**src/vpa_defines.vh**
```
// Purpose: Constants for the video picture adjust stage.
// Assumes: 8-bit register offsets, 8-bit 601 pixel codes.
// Notes: Definitions only.
`ifndef VPA_DEFINES_VH
`define VPA_DEFINES_VH

// ----------------------------------------------------------------
// Register offsets
// ----------------------------------------------------------------
`define VPA_OFS_CTRL_ONE 8'h03
`define VPA_OFS_CTRL_TWO 8'h04
`define VPA_OFS_LUMA_GAIN 8'h06
`define VPA_OFS_LUMA_OFFSET 8'h07
`define VPA_OFS_CHROMA_GAIN 8'h08
`define VPA_OFS_CHROMA_PHASE 8'h09
`define VPA_OFS_STATUS 8'h10

// ----------------------------------------------------------------
// Reset values
// ----------------------------------------------------------------
`define VPA_RST_CTRL_ONE 8'h00
`define VPA_RST_CTRL_TWO 8'h00
`define VPA_RST_LUMA_GAIN 8'h80
`define VPA_RST_LUMA_OFFSET 8'h00
`define VPA_RST_CHROMA_GAIN 8'h80
`define VPA_RST_CHROMA_PHASE 8'h00
`define VPA_CTRL_ONE_MASK 8'h7F

// ----------------------------------------------------------------
// Field positions
// ----------------------------------------------------------------
`define VPA_KSEL_LSB 1
`define VPA_KSEL_MSB 2
`define VPA_KILL_OFF_BIT 2
`define VPA_FRATE_LSB 3
`define VPA_FRATE_MSB 4
`define VPA_PARITY_BIT 5
`define VPA_PIVOT_BIT 7
`define VPA_STAT_KILL_BIT 1

// ----------------------------------------------------------------
// Codes
// ----------------------------------------------------------------
`define VPA_KSEL_EITHER 2'h0
`define VPA_KSEL_PLL 2'h1
`define VPA_KSEL_BURST 2'h2
`define VPA_FRATE_FULL 2'h0
`define VPA_FRATE_HALF 2'h1
`define VPA_FRATE_QUARTER 2'h2

// ----------------------------------------------------------------
// Pixel levels
// ----------------------------------------------------------------
`define VPA_Y_MID 10'h080
`define VPA_PIVOT_HIGH 19'h0007D
`define VPA_PIVOT_LOW 19'h00010
`define VPA_CLIP_LO 8'h01
`define VPA_CLIP_HI 8'hFE
`define VPA_LIM_LO 8'h10
`define VPA_LIM_Y_HI 8'hEB
`define VPA_LIM_C_HI 8'hF0
`define VPA_BLACK_Y 8'h10
`define VPA_NEUTRAL_C 8'h80
`define VPA_OFFSET_MINUS_128 8'h80
`define VPA_OFFSET_MINUS_127 8'h81

// Hue: sine in Q16 is about code * 400 (0.35 degree per code)
`define VPA_HUE_SIN_STEP 18'h00190
`define VPA_ONE_Q16 18'h10000

// ----------------------------------------------------------------
// Active line windows
// ----------------------------------------------------------------
`define VPA_L525_A_FIRST 10'h016
`define VPA_L525_A_LAST 10'h105
`define VPA_L525_B_FIRST 10'h11D
`define VPA_L525_B_LAST 10'h20C
`define VPA_L625_A_FIRST 10'h017
`define VPA_L625_A_LAST 10'h136
`define VPA_L625_B_FIRST 10'h150
`define VPA_L625_B_LAST 10'h26F

`endif

```
**src/vpa_picture_adjust.v**
```verilog
// Purpose: Picture adjust stage: chroma killer, frame decimation,
//   field select, contrast, brightness, saturation, hue, blanking.
// Assumes: Pixels arrive synchronous to clk with line number and
//   field flags from the sync stage; registers written by the
//   serial-bus slave through a simple byte port.
// Notes: One register stage from pixel in to pixel out.
`timescale 1ns/100ps
`default_nettype none
`include "vpa_defines.vh"

module vpa_picture_adjust (
  input wire clk,
  input wire srst,
  input wire [7:0] reg_addr,
  input wire [7:0] reg_wdata,
  input wire reg_wr,
  input wire reg_rd,
  output reg [7:0] reg_rdata,
  input wire pix_valid,
  input wire [7:0] y_in,
  input wire [7:0] cb_in,
  input wire [7:0] cr_in,
  input wire [9:0] line_num,
  input wire sys_625,
  input wire field_even,
  input wire frame_start,
  input wire single_field,
  input wire limit_601,
  input wire burst_weak,
  input wire pll_unlock,
  output reg [7:0] y_out,
  output reg [7:0] cb_out,
  output reg [7:0] cr_out,
  output reg pix_out_valid,
  output reg kill_active
);

  // --------------------------------------------------------------
  // Clip helpers
  // --------------------------------------------------------------
  function [7:0] vpa_clip;
    input signed [18:0] v;
    input lim;
    input [7:0] lim_hi;
    reg [7:0] lo;
    reg [7:0] hi;
    begin
      lo = lim ? `VPA_LIM_LO : `VPA_CLIP_LO;
      hi = lim ? lim_hi : `VPA_CLIP_HI;
      if (v < $signed({11'h000, lo})) begin
        vpa_clip = lo;
      end else if (v > $signed({11'h000, hi})) begin
        vpa_clip = hi;
      end else begin
        vpa_clip = v[7:0];
      end
    end
  endfunction

  // --------------------------------------------------------------
  // Register file
  // --------------------------------------------------------------
  reg [7:0] ctrl_one_r;
  reg [7:0] ctrl_two_r;
  reg [7:0] luma_gain_r;
  reg [7:0] luma_offset_r;
  reg [7:0] chroma_gain_r;
  reg [7:0] chroma_phase_r;
  reg [7:0] rdata_nxt;

  always @(posedge clk) begin
    if (srst) begin
      ctrl_one_r <= `VPA_RST_CTRL_ONE;
      ctrl_two_r <= `VPA_RST_CTRL_TWO;
      luma_gain_r <= `VPA_RST_LUMA_GAIN;
      luma_offset_r <= `VPA_RST_LUMA_OFFSET;
      chroma_gain_r <= `VPA_RST_CHROMA_GAIN;
      chroma_phase_r <= `VPA_RST_CHROMA_PHASE;
    end else if (reg_wr) begin
      case (reg_addr)
        `VPA_OFS_CTRL_ONE: begin
          // Reserved top bit is not stored and reads as zero
          ctrl_one_r <= reg_wdata & `VPA_CTRL_ONE_MASK;
        end
        `VPA_OFS_CTRL_TWO: begin
          ctrl_two_r <= reg_wdata;
        end
        `VPA_OFS_LUMA_GAIN: begin
          luma_gain_r <= reg_wdata;
        end
        `VPA_OFS_LUMA_OFFSET: begin
          luma_offset_r <= reg_wdata;
        end
        `VPA_OFS_CHROMA_GAIN: begin
          chroma_gain_r <= reg_wdata;
        end
        `VPA_OFS_CHROMA_PHASE: begin
          chroma_phase_r <= reg_wdata;
        end
        default: begin
          ctrl_one_r <= ctrl_one_r;
        end
      endcase
    end
  end

  always @* begin
    rdata_nxt = 8'h00;
    case (reg_addr)
      `VPA_OFS_CTRL_ONE: rdata_nxt = ctrl_one_r;
      `VPA_OFS_CTRL_TWO: rdata_nxt = ctrl_two_r;
      `VPA_OFS_LUMA_GAIN: rdata_nxt = luma_gain_r;
      `VPA_OFS_LUMA_OFFSET: rdata_nxt = luma_offset_r;
      `VPA_OFS_CHROMA_GAIN: rdata_nxt = chroma_gain_r;
      `VPA_OFS_CHROMA_PHASE: rdata_nxt = chroma_phase_r;
      `VPA_OFS_STATUS: rdata_nxt[`VPA_STAT_KILL_BIT] = kill_active;
      default: rdata_nxt = 8'h00;
    endcase
  end

  always @(posedge clk) begin
    if (srst) begin
      reg_rdata <= 8'h00;
    end else if (reg_rd) begin
      reg_rdata <= rdata_nxt;
    end
  end

  // --------------------------------------------------------------
  // Field decode
  // --------------------------------------------------------------
  wire [1:0] kill_sel = ctrl_one_r[`VPA_KSEL_MSB:`VPA_KSEL_LSB];
  wire kill_off = ctrl_two_r[`VPA_KILL_OFF_BIT];
  wire [1:0] frame_rate_select = ctrl_two_r[`VPA_FRATE_MSB:`VPA_FRATE_LSB];
  wire field_parity_select = ctrl_two_r[`VPA_PARITY_BIT];
  wire contrast_pivot_select = ctrl_two_r[`VPA_PIVOT_BIT];

  // --------------------------------------------------------------
  // Chroma killer
  // --------------------------------------------------------------
  reg kill_cond;
  always @* begin
    case (kill_sel)
      `VPA_KSEL_EITHER: kill_cond = burst_weak | pll_unlock;
      `VPA_KSEL_PLL: kill_cond = pll_unlock;
      `VPA_KSEL_BURST: kill_cond = burst_weak;
      // Reserved code: host must not use it, treat as either
      default: kill_cond = burst_weak | pll_unlock;
    endcase
  end
  wire kill_nxt = ~kill_off & kill_cond;

  always @(posedge clk) begin
    if (srst) begin
      kill_active <= 1'b0;
    end else begin
      kill_active <= kill_nxt;
    end
  end

  // --------------------------------------------------------------
  // Frame decimation and field select
  // --------------------------------------------------------------
  reg [1:0] frame_cnt_r;
  reg frame_keep;
  always @(posedge clk) begin
    if (srst) begin
      frame_cnt_r <= 2'h0;
    end else if (frame_start) begin
      frame_cnt_r <= frame_cnt_r + 2'h1;
    end
  end

  always @* begin
    case (frame_rate_select)
      `VPA_FRATE_FULL: frame_keep = 1'b1;
      `VPA_FRATE_HALF: frame_keep = ~frame_cnt_r[0];
      `VPA_FRATE_QUARTER: frame_keep = (frame_cnt_r == 2'h0);
      default: frame_keep = 1'b1;
    endcase
  end

  // Odd field when parity bit is 0, even field when 1
  wire field_ok = ~single_field | (field_even == field_parity_select);

  // --------------------------------------------------------------
  // Active line window
  // --------------------------------------------------------------
  wire act_525 = ((line_num >= `VPA_L525_A_FIRST) &&
                  (line_num <= `VPA_L525_A_LAST)) ||
                 ((line_num >= `VPA_L525_B_FIRST) &&
                  (line_num <= `VPA_L525_B_LAST));
  wire act_625 = ((line_num >= `VPA_L625_A_FIRST) &&
                  (line_num <= `VPA_L625_A_LAST)) ||
                 ((line_num >= `VPA_L625_B_FIRST) &&
                  (line_num <= `VPA_L625_B_LAST));
  wire line_active = sys_625 ? act_625 : act_525;

  // --------------------------------------------------------------
  // Luma: contrast then brightness
  // --------------------------------------------------------------
  wire signed [9:0] y_ctr = $signed({2'h0, y_in}) - $signed(`VPA_Y_MID);
  // Gain is unsigned, so widen with a zero sign bit
  wire signed [18:0] y_mul = y_ctr * $signed({1'b0, luma_gain_r});
  wire signed [18:0] y_scaled = y_mul >>> 7;
  wire signed [18:0] y_pivot = contrast_pivot_select ?
    $signed(`VPA_PIVOT_LOW) : $signed(`VPA_PIVOT_HIGH);
  wire signed [18:0] y_con = y_scaled + y_pivot;
  wire [7:0] y_con_clip = vpa_clip(y_con, limit_601, `VPA_LIM_Y_HI);

  // Code 0x80 would be -128, beyond the offset range
  wire [7:0] offset_eff = (luma_offset_r == `VPA_OFFSET_MINUS_128) ?
    `VPA_OFFSET_MINUS_127 : luma_offset_r;
  wire signed [18:0] y_bri = $signed({11'h000, y_con_clip}) +
    $signed({{11{offset_eff[7]}}, offset_eff});
  wire [7:0] y_adj = vpa_clip(y_bri, limit_601, `VPA_LIM_Y_HI);

  // --------------------------------------------------------------
  // Chroma: saturation then hue rotation
  // --------------------------------------------------------------
  // Incoming chroma is already levelled by the colour control
  wire signed [8:0] u_ctr = $signed({1'b0, cb_in}) - $signed(9'h080);
  wire signed [8:0] v_ctr = $signed({1'b0, cr_in}) - $signed(9'h080);
  wire signed [17:0] u_mul =
    u_ctr * $signed({1'b0, chroma_gain_r});
  wire signed [17:0] v_mul =
    v_ctr * $signed({1'b0, chroma_gain_r});
  wire signed [17:0] u_sat = u_mul >>> 7;
  wire signed [17:0] v_sat = v_mul >>> 7;

  // Small-angle sine and cosine; error reaches about ten codes near 45 deg for full-scale chroma at unity gain
  wire signed [17:0] hue_sin = $signed(chroma_phase_r) *
    $signed(`VPA_HUE_SIN_STEP);
  wire signed [35:0] hue_sq = hue_sin * hue_sin;
  wire signed [35:0] hue_sq_half = hue_sq >>> 17;
  wire signed [17:0] hue_cos = $signed(`VPA_ONE_Q16) -
    hue_sq_half[17:0];
  wire signed [35:0] u_rot = u_sat * hue_cos - v_sat * hue_sin;
  wire signed [35:0] v_rot = v_sat * hue_cos + u_sat * hue_sin;
  wire signed [35:0] u_rsh = u_rot >>> 16;
  wire signed [35:0] v_rsh = v_rot >>> 16;
  wire signed [18:0] u_fin = u_rsh[18:0] + $signed(19'h00080);
  wire signed [18:0] v_fin = v_rsh[18:0] + $signed(19'h00080);
  wire [7:0] cb_adj = vpa_clip(u_fin, limit_601, `VPA_LIM_C_HI);
  wire [7:0] cr_adj = vpa_clip(v_fin, limit_601, `VPA_LIM_C_HI);

  // --------------------------------------------------------------
  // Output stage
  // --------------------------------------------------------------
  reg [7:0] y_nxt;
  reg [7:0] cb_nxt;
  reg [7:0] cr_nxt;
  always @* begin
    y_nxt = y_adj;
    cb_nxt = cb_adj;
    cr_nxt = cr_adj;
    if (!line_active) begin
      y_nxt = `VPA_BLACK_Y;
      cb_nxt = `VPA_NEUTRAL_C;
      cr_nxt = `VPA_NEUTRAL_C;
    end else if (kill_nxt) begin
      cb_nxt = `VPA_NEUTRAL_C;
      cr_nxt = `VPA_NEUTRAL_C;
    end
  end

  always @(posedge clk) begin
    if (srst) begin
      y_out <= `VPA_BLACK_Y;
      cb_out <= `VPA_NEUTRAL_C;
      cr_out <= `VPA_NEUTRAL_C;
      pix_out_valid <= 1'b0;
    end else begin
      pix_out_valid <= pix_valid & frame_keep & field_ok;
      if (pix_valid) begin
        y_out <= y_nxt;
        cb_out <= cb_nxt;
        cr_out <= cr_nxt;
      end
    end
  end

endmodule // vpa_picture_adjust
`default_nettype wire

```
**config.mk**
```make
export PLATFORM = sky130hd
export DESIGN_NAME = vpa_picture_adjust
export DESIGN_NICKNAME = d
export VERILOG_FILES = /design/src/vpa_picture_adjust.v
export VERILOG_INCLUDE_DIRS = /design/src
export SDC_FILE = /design/constraint.sdc
export NUM_CORES = 2
export LEC_CHECK = 0
export BUFFER_PORTS_ARGS = -buffer_cell sky130_fd_sc_hd__buf_2
export CAP_MARGIN = 20
export CORE_MARGIN = 2
export CORE_UTILIZATION = 60
export DETAILED_ROUTE_END_ITERATION = 8
export GPL_TIMING_DRIVEN = 0
export PLACE_DENSITY_LB_ADDON = 0.25
export SYNTH_ARGS = -nofsm -noshare
export SYNTH_HDL_FRONTEND = slang
export SYNTH_SLANG_ARGS = --single-unit
```
**constraint.sdc**
```tcl
create_clock -name clk -period 16.9 [get_ports clk]
set_input_delay 1.69 -clock clk [delete_from_list [all_inputs] [get_ports clk]]
set_output_delay 1.69 -clock clk [all_outputs]
set_load 0.02 [all_outputs]
```
==> impl_metrics.ini <==
[logic_synthesis]
synth_edf_count = 0
async_flop_share_pct = 0
avgSynthCellArea_um2 = 8.70
ys_ff_latch = 83
yosysSeqAreaShare_pct = 3.58
synthCells = 5333
syn-cell-area_mm2 = 0.0464
syn-num-nets = 6894
synth_cell_types = 86
ys_warn_count = 0
yosys_most_used_dff = dfxtp_1

[global_route]
antenna_found_initial = 2
grt_pass1_wl_um = 210000
grt_max_degree = 19
grt_pass1_vias = 37915
grt-ovfl-total = 0
grt_use_total_pct = 34.9

[drt]
ant_nets = 0
first_pass_iters = 6
avgRoutedWirePerCell_um = 20.5
vias = 36919
routed_wl_um = 135000
route.detailed.drc = 0
vias_per_cell = 5.60
drt_iter0_drc = 3341

[floorplan]
start_util_pct = 60.9
dieArea_mm2 = 0.0795
die_h_um = 282
io_pins = 96
design.core.area_mm2 = 0.0762
die_w_um = 282
core.rowCount = 101

[sta]
tightestPinTransition_ps = 1230
relSlewSlack_pct = 17.9
hold_violations = 0
fin_setup_tns_ps = 0
slew_violations = 0
fin_crit_ps = 16630
setup_viol = 0
setup_slack_ps = 268
fmax_mhz = 60.1
rsz0062_at_grt = yes
fin_crit_sh_pct = 98.4
finClkSkew_ps = 11.8

[hold_path]
holdPathStages = 2
whs_endpoint = cr_out[3]$_SDFFE_PP0P_
min-delay-start = cr_out[3]$_SDFFE_PP0P_
hp-class = reg -> reg

[placed_design]
post-place-ws_ps = -3710
hpwl_um = 110000
routabilityCongestion = 1.01
io_buffers = 93
dp_cells = 6476

[worst_setup_path]
cp.buffers_inverters = 13
cp_common_cell = fa_1
ff2ff_path_depth = 62
reg2reg_slack_ps = 370
r2r-end = cb_out[4]$_SDFFE_PP0P_
path_delay_family = adder cells
critPathMaxStageDelay_ps = 570
crit_slowest_cell = fa_2
required_ps = 17150
crit_path_end_kind = flop
path_class = in -> reg
crit_arrival_ps = 16880
timing.rr.start = chroma_phase_r[1]$_SDFFE_PP0P_
crit_fanout = 10
start_kind = input pin

[clocking]
cts_tree = built
clockBufferDepth = 2
insertion_delay_ps = 360
holdBufCountCts = 0
clockRootBuffer = clkbuf_16
cts_max_level = 3
clk_pin_slew_ps = 70
cts.sinks = 83
cts_buffers = 9

[cells_and_area]
stdcell_count = 6590
drive_gt1_share_pct = 10.2
nets = 7115
syn_to_final_growth_pct = 10.8

[power_and_ir_drop]
total_leakage_power_nw = 26.4
powerDensity_mw_per_mm2 = 39.5
vdd_ir_drop_max_v = 0.000143
p_total_mw = 2.03

[run_status]
status = finished clean

[run]
maxCapViolations = 0
where the power goes:
part	switching, mW	total (mW)	internal (mW)
clock	0.0942	0.214	0.120
combinational	0.954	1.61	0.656
sequential	0.00343	0.205	0.201
registers in the layout, indices dropped and copies added (netlist names):
signal / cells
luma_gain_r: 8
y_out: 8
cb_out: 8
kill_active: 1
ctrl_one_r: 7
cr_out: 8
ctrl_two_r: 8
luma_offset_r: 8
frame_cnt_r: 2
chroma_phase_r: 8
chroma_gain_r: 8
pix_out_valid: 1
reg_rdata: 8
worst min-delay path, delay by kind of cell (launching register included):
| family | cells | cell delay, ps |
|---|---|---|
| DFF | 1 | 320 |
| and+or+nand+nor | 1 | 50 |
| AOI/OAI and AO/OA | 1 | 50 |
per-stage QoR:
| step | utilization, % | instance area (µm²) | hold slack [ps] |
|---|---|---|---|
| final | 67.4 | 51400 | 461 |
| after floorplan | - | 46400 | 436 |
| after global routing | 67.4 | 51400 | 479 |
| after detailed placement | 63.5 | 48400 | 452 |
| after CTS | 65.6 | 50000 | 462 |
| after global placement | 63.2 | 48100 | 446 |
how the worst max path moves through the flow:
| stage | from | to | slack (ps) | cells after the start |
|---|---|---|---|---|
| floorplan | chroma_phase_r[2]$_SDFFE_PP0P_ | cr_out[1]$_SDFFE_PP0P_ | 300 | 65 |
| global placement | chroma_phase_r[2]$_SDFFE_PP0P_ | cr_out[1]$_SDFFE_PP0P_ | -4670 | 63 |
| detailed placement | chroma_phase_r[2]$_SDFFE_PP0P_ | cb_out[4]$_SDFFE_PP0P_ | -3710 | 65 |
| CTS | chroma_phase_r[1]$_SDFFE_PP0P_ | cb_out[4]$_SDFFE_PP0P_ | -20 | 65 |
| global route | chroma_phase_r[1]$_SDFFE_PP0P_ | cb_out[4]$_SDFFE_PP0P_ | -190 | 67 |
| finish | cr_in[7] | cb_out[4]$_SDFFE_PP0P_ | 270 | 64 |
per-layer routing:
metal | GRT usage [%] | vias up | wire length (µm)
met5 | 0 | - | 18
met4 | 15.8 | 2 | 7700
met3 | 8.47 | 338 | 15500
met2 | 53.4 | 1815 | 60000
met1 | 47.2 | 18341 | 51700
li1 | - | 16423 | -
cells in the mapped netlist, types with 32 or more instances:
master | n | share of area, %
nor2_1 | 392 | 3.2
a21o_1 | 64 | 1.0
clkbuf_1 | 170 | 1.4
nand2_1 | 604 | 4.9
nor3_1 | 41 | 0.44
ha_1 | 490 | 13
and2_1 | 228 | 3.1
xnor2_1 | 181 | 3.4
o21ai_0 | 48 | 0.52
inv_1 | 1312 | 11
o21bai_1 | 42 | 0.68
dfxtp_1 | 83 | 3.6
mux2i_1 | 57 | 1.2
nand2b_1 | 44 | 0.59
nor2b_1 | 32 | 0.43
xor2_1 | 78 | 1.5
a21oi_1 | 142 | 1.5
fa_1 | 1009 | 44
cells by family after synthesis:
kind of cell | after synthesis | share of synthesized area, %
adder cells (fa/ha/maj) | 1500 | 56.8
buffers and inverters | 1502 | 12.2
AND/OR/NAND/NOR | 1459 | 14.3
flip-flops | 83 | 3.58
XOR/XNOR | 260 | 4.94
AO/OA/AOI/OAI | 460 | 6.65
multiplexers | 69 | 1.52
final cells by class:
type,instances,area (µm²)
Fill cell,6115,24800
Inverter,1317,4970
Timing Repair Buffer,222,1560
Antenna cell,1,2.50
Buffer,173,926
Clock buffer,10,239
Multi-Input combinational cell,3748,40700
Clock inverter,6,68.8
Tap cell,1030,1290
Sequential cell,83,1680
layout by cell type (no fill, tap or decap), drive strengths merged, types with 7 or more instances in the layout:
cell type and count:
ha 490, xnor2 181, and2 228, inv 1314, a21oi 142, mux2i 57
dfxtp 83, a31oi 15, nor2 392, o21a 14, a21o 64, clkbuf 155
a22o 10, nand2b 44, and3 19, nand2 604, o211ai 9, nor4 12
xor2 78, o21bai 42, nand3 30, fa 1009, a211oi 18, a211o 11
or2 9, nor3 41, nor2b 32, mux2 12, nand4 14, o21ai 54
or3 7, buf 250, o31ai 9
what timing repair did:
action                     4_1_cts  5_1_grt
setup endpoints to repair       16       16
pin swaps                       37       89
resized for setup              232      247
setup buffers                   41       66
cloned                           0        0
No activity file was read; power rests on OpenSTA's default activity.
